### config.mk
export PLATFORM = sky130hd
export DESIGN_NAME = single_wire_bus_master
export DESIGN_NICKNAME = d
export VERILOG_FILES = /design/src/swb_pkg.sv /design/src/single_wire_bus_master.sv /design/src/tick_divider.sv
export SDC_FILE = /design/constraint.sdc
export NUM_CORES = 1
export LEC_CHECK = 0
export BUFFER_PORTS_ARGS = -buffer_cell sky130_fd_sc_hd__buf_2
export CELL_PAD_IN_SITES_DETAIL_PLACEMENT = 1
export CELL_PAD_IN_SITES_GLOBAL_PLACEMENT = 2
export CORE_ASPECT_RATIO = 2
export CORE_MARGIN = 2
export CORE_UTILIZATION = 28
export CTS_CLUSTER_SIZE = 30
export DETAILED_ROUTE_END_ITERATION = 6
export GPL_TIMING_DRIVEN = 0
export PLACE_DENSITY_LB_ADDON = 0.12
export SYNTH_ARGS = -nofsm -noshare
export SYNTH_HDL_FRONTEND = slang
export SYNTH_SLANG_ARGS = --single-unit
### constraint.sdc
create_clock -name clk -period 3.1 [get_ports clk]
set_input_delay 0.31 -clock clk [delete_from_list [all_inputs] [get_ports clk]]
set_output_delay 0.31 -clock clk [all_outputs]
set_load 0.02 [all_outputs]
### src/swb_pkg.sv
/*
  Package for the single-wire bus master: timing figures in microseconds,
  tick divider ratio, and the state type of the slot sequencer.
  Assumes a 10 MHz main clock; all timing is counted in 1 us ticks.
*/
package swb_pkg;

  // ----------------------------------------
  // Clock and tick
  // ----------------------------------------
  localparam int CLK_KHZ = 10000;
  localparam int TICK_KHZ = 1000;
  localparam int DIV_RATIO = CLK_KHZ / TICK_KHZ;
  localparam int DIV_W = 8;

  // ----------------------------------------
  // Bus timing, microseconds
  // ----------------------------------------
  localparam int RESET_LOW_US = 511;
  localparam int RESET_RECOVERY_US = 512;
  localparam int PRESENCE_SAMPLE_US = 68;
  localparam int ZERO_SLOT_LOW_US = 100;
  localparam int SLOT_TOTAL_US = 117;
  localparam int READ_SLOT_LOW_US = 5;
  localparam int READ_SAMPLE_US = 13;
  localparam int US_W = 10;

  // ----------------------------------------
  // Register map (plain port, word index)
  // ----------------------------------------
  localparam logic [1:0] ADDR_CTRL = 2'h0;
  localparam logic [1:0] ADDR_DIV = 2'h1;
  localparam int CTRL_RESET_BIT = 0;
  localparam int CTRL_PRES_BIT = 1;
  localparam int CTRL_WR0_BIT = 2;
  localparam int CTRL_WR1RD_BIT = 3;
  localparam int CTRL_RDRES_BIT = 4;
  localparam int CTRL_BUSY_BIT = 5;

  typedef enum logic [2:0] {
    ST_IDLE,
    ST_RESET_LOW,
    ST_RESET_RECOV,
    ST_ZERO_SLOT,
    ST_ONE_SLOT
  } seq_state_t;

endpackage : swb_pkg

### src/single_wire_bus_master.sv
/*
  Single-wire bus master: reset/presence, write-zero, write-one and read slots,
  started by self-clearing control bits over a plain register port.
  Assumes an external pull-up on the bus line and a slave on the far side.
*/
// Behaviour
// - Each exchange starts with a reset pulse of at least 480 us, then presence.
// - Reset request bit starts reset; hardware clears it after presence sampling.
// - Presence flag latches the inverted sampled bus: 1 slave found, 0 none.
// - Write-zero slot lasts 117 us with the bus low for 100 us.
// - Write-zero bit starts the slot and clears itself when it completes.
// - Write-one and read slots share timing: short low, then release.
// - Write-one/read bit starts the slot and clears itself when done.
// - At write-one/read slot end the read result bit takes the sampled bus value.
// - Recovery after reset pulse is 512 us nominal, at least 480.
// - Write-zero low time is 100 us nominal, within 60 to 120.
// - Write-one/read low time is 5 us nominal, within 1 to 15.
// - Read data sampled 13 us after the falling edge, never past 15.
// - Slot timing relative error stays within 0.0645.
// - Microsecond tick comes from the main clock by an integer divider.
// - With an integer MHz clock the tick is exactly 1 MHz.
// - Main clock should not be below 10 MHz.
`timescale 1ns/10ps
module single_wire_bus_master #(
  parameter int DIV_DEFAULT = swb_pkg::DIV_RATIO // Clocks per microsecond tick
) (
  input wire logic clk, // Main clock, 10 MHz
  input wire logic resetn, // Async reset, active low
  input wire logic [1:0] addr, // Register index
  input wire logic [7:0] wdata, // Write data
  input wire logic wr, // Write strobe
  input wire logic rd, // Read strobe
  output logic [7:0] rdata, // Read data, cycle after rd
  input wire logic bus_i, // Bus line level
  output logic bus_o, // Bus drive value, always low
  output logic bus_oe, // High while pulling the bus low
  output logic busy // Sequence in progress
);

  // ----------------------------------------
  // Microsecond tick
  // ----------------------------------------
  logic [swb_pkg::DIV_W-1:0] div_q;
  logic tick;

  // Ratio is software-visible so non-integer clocks can pick the nearest divide
  always_ff @(posedge clk or negedge resetn)
  begin
    if (!resetn)
      div_q <= swb_pkg::DIV_W'(DIV_DEFAULT);
    else if (wr && addr == swb_pkg::ADDR_DIV)
      div_q <= wdata;
  end

  tick_divider #(.W(swb_pkg::DIV_W)) u_div (
    .clk(clk),
    .resetn(resetn),
    .ratio(div_q),
    .tick(tick)
  );

  // ----------------------------------------
  // Bus input synchroniser
  // ----------------------------------------
  logic sync1_q;
  logic sync2_q;

  always_ff @(posedge clk or negedge resetn)
  begin
    if (!resetn)
    begin
      sync1_q <= 1'b1;
      sync2_q <= 1'b1;
    end
    else
    begin
      sync1_q <= bus_i;
      sync2_q <= sync1_q;
    end
  end

  // ----------------------------------------
  // Sequencer
  // ----------------------------------------
  swb_pkg::seq_state_t state_q;
  logic [swb_pkg::US_W-1:0] us_q;
  logic reset_req_q;
  logic wr0_req_q;
  logic wr1rd_req_q;
  logic presence_q;
  logic rdres_q;
  logic sample_q;
  logic drive_low_q;
  logic ctrl_wr;
  logic seq_done;

  assign ctrl_wr = wr && addr == swb_pkg::ADDR_CTRL;

  always_ff @(posedge clk or negedge resetn)
  begin
    if (!resetn)
    begin
      state_q <= swb_pkg::ST_IDLE;
      us_q <= '0;
    end
    else
    begin
      case (state_q)
        swb_pkg::ST_IDLE:
        begin
          us_q <= '0;
          // Start on a tick so every phase is whole ticks long, no partial first us
          if (tick)
          begin
            // Reset takes priority: it must precede any slot
            if (reset_req_q)
              state_q <= swb_pkg::ST_RESET_LOW;
            else if (wr0_req_q)
              state_q <= swb_pkg::ST_ZERO_SLOT;
            else if (wr1rd_req_q)
              state_q <= swb_pkg::ST_ONE_SLOT;
          end
        end
        swb_pkg::ST_RESET_LOW:
          if (tick)
          begin
            if (us_q == swb_pkg::US_W'(swb_pkg::RESET_LOW_US - 1))
            begin
              us_q <= '0;
              state_q <= swb_pkg::ST_RESET_RECOV;
            end
            else
              us_q <= us_q + swb_pkg::US_W'(1);
          end
        swb_pkg::ST_RESET_RECOV:
          if (tick)
          begin
            if (us_q == swb_pkg::US_W'(swb_pkg::RESET_RECOVERY_US - 1))
              state_q <= swb_pkg::ST_IDLE;
            else
              us_q <= us_q + swb_pkg::US_W'(1);
          end
        swb_pkg::ST_ZERO_SLOT, swb_pkg::ST_ONE_SLOT:
          if (tick)
          begin
            if (us_q == swb_pkg::US_W'(swb_pkg::SLOT_TOTAL_US - 1))
              state_q <= swb_pkg::ST_IDLE;
            else
              us_q <= us_q + swb_pkg::US_W'(1);
          end
        default:
          state_q <= swb_pkg::ST_IDLE;
      endcase
    end
  end

  assign seq_done = tick && ((state_q == swb_pkg::ST_RESET_RECOV
    && us_q == swb_pkg::US_W'(swb_pkg::RESET_RECOVERY_US - 1))
    || ((state_q == swb_pkg::ST_ZERO_SLOT || state_q == swb_pkg::ST_ONE_SLOT)
    && us_q == swb_pkg::US_W'(swb_pkg::SLOT_TOTAL_US - 1)));

  // ----------------------------------------
  // Bus drive, open drain
  // ----------------------------------------
  always_ff @(posedge clk or negedge resetn)
  begin
    if (!resetn)
      drive_low_q <= 1'b0;
    else
    begin
      case (state_q)
        swb_pkg::ST_RESET_LOW:
          drive_low_q <= 1'b1;
        swb_pkg::ST_ZERO_SLOT:
          drive_low_q <= us_q < swb_pkg::US_W'(swb_pkg::ZERO_SLOT_LOW_US);
        swb_pkg::ST_ONE_SLOT:
          drive_low_q <= us_q < swb_pkg::US_W'(swb_pkg::READ_SLOT_LOW_US);
        default:
          drive_low_q <= 1'b0;
      endcase
    end
  end

  assign bus_o = 1'b0;
  assign bus_oe = drive_low_q;
  // A pending request counts as busy while it waits for the next tick
  assign busy = state_q != swb_pkg::ST_IDLE || reset_req_q || wr0_req_q || wr1rd_req_q;

  // ----------------------------------------
  // Sampling of presence and read data
  // ----------------------------------------
  // Slave overrides the released high to signal zero, so sample the line level
  always_ff @(posedge clk or negedge resetn)
  begin
    if (!resetn)
      sample_q <= 1'b1;
    else if (tick && state_q == swb_pkg::ST_ONE_SLOT
             && us_q == swb_pkg::US_W'(swb_pkg::READ_SAMPLE_US - 1))
      sample_q <= sync2_q;
  end

  always_ff @(posedge clk or negedge resetn)
  begin
    if (!resetn)
      presence_q <= 1'b0;
    else if (tick && state_q == swb_pkg::ST_RESET_RECOV
             && us_q == swb_pkg::US_W'(swb_pkg::PRESENCE_SAMPLE_US - 1))
      presence_q <= !sync2_q;
  end

  always_ff @(posedge clk or negedge resetn)
  begin
    if (!resetn)
      rdres_q <= 1'b0;
    else if (seq_done && state_q == swb_pkg::ST_ONE_SLOT)
      rdres_q <= sample_q;
  end

  // ----------------------------------------
  // Self-clearing control bits
  // ----------------------------------------
  // A software set in the completion cycle wins, so the request is not lost
  always_ff @(posedge clk or negedge resetn)
  begin
    if (!resetn)
      reset_req_q <= 1'b0;
    else if (ctrl_wr && wdata[swb_pkg::CTRL_RESET_BIT])
      reset_req_q <= 1'b1;
    else if (seq_done && state_q == swb_pkg::ST_RESET_RECOV)
      reset_req_q <= 1'b0;
  end

  always_ff @(posedge clk or negedge resetn)
  begin
    if (!resetn)
      wr0_req_q <= 1'b0;
    else if (ctrl_wr && wdata[swb_pkg::CTRL_WR0_BIT])
      wr0_req_q <= 1'b1;
    else if (seq_done && state_q == swb_pkg::ST_ZERO_SLOT)
      wr0_req_q <= 1'b0;
  end

  always_ff @(posedge clk or negedge resetn)
  begin
    if (!resetn)
      wr1rd_req_q <= 1'b0;
    else if (ctrl_wr && wdata[swb_pkg::CTRL_WR1RD_BIT])
      wr1rd_req_q <= 1'b1;
    else if (seq_done && state_q == swb_pkg::ST_ONE_SLOT)
      wr1rd_req_q <= 1'b0;
  end

  // ----------------------------------------
  // Register read
  // ----------------------------------------
  always_ff @(posedge clk or negedge resetn)
  begin
    if (!resetn)
      rdata <= 8'h00;
    else if (rd)
    begin
      rdata <= 8'h00;
      if (addr == swb_pkg::ADDR_CTRL)
      begin
        rdata[swb_pkg::CTRL_RESET_BIT] <= reset_req_q;
        rdata[swb_pkg::CTRL_PRES_BIT] <= presence_q;
        rdata[swb_pkg::CTRL_WR0_BIT] <= wr0_req_q;
        rdata[swb_pkg::CTRL_WR1RD_BIT] <= wr1rd_req_q;
        rdata[swb_pkg::CTRL_RDRES_BIT] <= rdres_q;
        rdata[swb_pkg::CTRL_BUSY_BIT] <= busy;
      end
      else if (addr == swb_pkg::ADDR_DIV)
        rdata <= div_q;
    end
    else
      rdata <= 8'h00;
  end

endmodule : single_wire_bus_master

### src/tick_divider.sv
/*
  Integer clock divider giving a one-cycle tick enable.
  Assumes ratio is held steady while counting; a change does not restart the count.
*/
`timescale 1ns/10ps
module tick_divider #(
  parameter int W = 8
) (
  input wire logic clk, // Main clock
  input wire logic resetn, // Async reset, active low
  input wire logic [W-1:0] ratio, // Clocks per tick, 0 and 1 give every cycle
  output logic tick // One-cycle enable
);
  logic [W-1:0] cnt_q;

  always_ff @(posedge clk or negedge resetn)
  begin
    if (!resetn)
      cnt_q <= '0;
    else if (cnt_q + W'(1) >= ratio)
      cnt_q <= '0;
    else
      cnt_q <= cnt_q + W'(1);
  end

  assign tick = (cnt_q + W'(1) >= ratio);
endmodule : tick_divider

==> run metrics <==
count leader, synth dfrtp_1; post-synth cell types 50; total grt overflow 0; clock-pin slew on the worst setup and hold paths 0.07 ns; CTS Buffer Depth 2; crit path capture type register; # port buffers 24; CTS buffer count 5; final hold violations 0; Pwr Density 777.4 nW/um^2; syn nets 290; Final Max Slew Viols 0; Clock Sinks 46; R2R cell count 12; num rows 50; Rel. slew slack 0.2710; initial drt markers 49; DP HPWL 6266 um; Vert. Die Dim 140.9 um; die area 10200 um^2; layout cells sized above 1 0.2383; pin count of the biggest net entering global routing 47; Synth area leaders dfrtp_1 39%, ha_1 6.2%, dfstp_2 5.0%; diode count 0; proportion of netlist area held by the largest area contributor 0.3912; most frequent cells after synthesis 41 x dfrtp_1, 17 x nand2_1, 16 x inv_1, 14 x and3_1, 14 x nor2_1; routed len/inst 19.98 um; final setup margin 0.1647 ns; Worst Max-Slew Pin Slew 1.093 ns; CTS tree done; routed wire length 8033 um; first-pass GRT wire length 12920 um; number of antenna violations at the first check in global routing 0; area of the core 9259 um^2; DR vias/cell 5.261; number of global-route vias before repair 2361; Cell Area, Placed 2873 um^2; worst hold stages 1; YS warnings 0; Mapped Cells 262; number of top-level pins 26; CTS HTree Levels 2; Max Freq 0.3407 GHz; worst skew pair latency 0.29 ns; Tcrit/Tclk final 0.9469; Setup WS pre-CTS -0.3551 ns; Synth Area per Inst 10.01 um^2; Synth Flop Type dfrtp_1; Reg2Reg Setup Slack 0.16 ns; final RePlAce weighted congestion 0.7953; Post-synth EDFFs 0; fin area 3105 um^2; VDD IR-drop max 0.3462 mV; Tightest Hold Check Type in -> reg; Root Buffer Master clkbuf_16; Lkg Pwr 1.440 nW; Max-cap violations 0; RSZ-0062 raised after global routing yes; Worst Path Required 3.28 ns; Setup CP Type reg -> reg; Finished Core Util 0.3354; CP Max Fanout 10; Initial Utilization 0.2832; worst path arrival time 3.12 ns; vias 2115; mapped cell area 2623 um^2; hold_buf cts 0; fin nets 325; TritonRoute pass-1 iters 4; flops & latches, synth 46; DRC violations left 0; setup tns final 0 ns; RR Endpoint rdres_q; startpoint types register; Final setup viols 0; worst hold path startpoint bus_i; Tot GR Track Use 0.1716; outcome complete, no violations; Area Overhead vs Synth 18.42%; hold path endpoint sync1_q; cell taking the most area after synthesis dfrtp_1; Layout Skew 0.005200 ns; FFs w/ async S/R, synth 1.000; die width 72.43 um; DRT antenna net count 0; Min Clock Period, post-route 2.935 ns; Worst R2R Start u_div.cnt_q[0]; register area share after synthesis 0.4413
[power by group]
part           internal (mW)  total (mW)  switching, mW
Combinational          0.445        1.07          0.623
Sequential             0.711       0.803         0.0923
Clock                  0.300       0.542          0.242
[layer usage]
layer  GRT usage  vias to the layer above  part of all wire
met4     0.05848                        0             0.016
met1      0.1560                     1072              0.33
met2      0.3631                       18              0.64
li1            -                     1019                 -
met5           0                        -                 0
met3     0.01930                        6             0.015
[area by class of cell]
cell class	count	area (um^2)
flip-flops and latches	46	1159
repair buffers	28	150.1
fillers	1083	6153
inverters	16	60.06
clock buffers	6	128.9
multi-input cells	191	1418
plain buffers	9	46.29
clock inverters	2	13.76
well taps	104	130.1
[stage by stage]
step	power (mW)	hold slack, ns	cells
2_1_floorplan	1.473	0.01441	262
3_3_place_gp	1.778	0.3470	390
3_5_place_dp	1.800	0.3512	390
4_1_cts	2.392	0.1047	398
5_1_grt	2.596	0.1055	402
6_report	2.414	0.1114	402
[worst max-delay path by stage]
stage / endpoint / slack [ns] / startpoint
after floorplan: rdres_q / 0.34 / u_div.cnt_q[0]
after CTS: sample_q / 0.02 / u_div.cnt_q[0]
after detailed placement: state_q[2] / -0.36 / u_div.cnt_q[0]
final: rdres_q / 0.16 / u_div.cnt_q[0]
after global placement: state_q[1] / -0.34 / u_div.cnt_q[0]
after global routing: state_q[2] / -0.02 / u_div.cnt_q[0]
[kinds of logic after synthesis]
group / count (synthesis) / synth area share
buf+inv: 25 / 0.03865
xor+xnor: 6 / 0.02004
fa+ha+maj: 13 / 0.06202
simple gates: 97 / 0.2104
other cells: 1 / 0.001430
compound gates: 55 / 0.1484
mux: 19 / 0.07777
flops: 46 / 0.4413
[layout by cell type (no fill, tap or decap), drive strengths merged, types with 2 or more instances in the layout]
cell / n
or3b: 2
nand3: 9
nand2: 17
clkinv: 2
xnor2: 3
ha: 13
a22o: 3
o31ai: 4
buf: 33
inv: 16
dfrtp: 41
o21bai: 3
nor3: 9
nor2: 14
a31oi: 3
clkbuf: 10
and2: 5
or3: 4
nor2b: 5
and3: 14
mux2: 11
xor2: 3
o2bb2ai: 4
a211oi: 3
o21ai: 10
o221ai: 6
a21oi: 9
mux2i: 8
a21o: 4
nand3b: 5
nand2b: 3
dfstp: 5
nor4: 4
[state kept, by name (all words and copies together) (netlist names), 3 cells and up]
name,count
state_q,3
rdata,8
us_q,10
u_div.cnt_q,8
div_q,8
[timing repair]
action,CTS,global route
buffers inserted,0,4
pin swaps,0,3
gates resized for setup,10,9
endpoints found under the setup margin,16,17
[worst max-delay path: stages, from the launching register on]
cell	delay, ns
dfrtp_2	0.41
ha_1	0.19
nand3_1	0.13
nor2_1	0.16
xor2_1	0.22
ha_1	0.28
a21o_1	0.19
a21oi_2	0.19
a21boi_1	0.25
buf_4	0.22
and2_4	0.21
nor3_2	0.06
mux2_2	0.30
No activity file was read; power rests on OpenSTA's default activity.
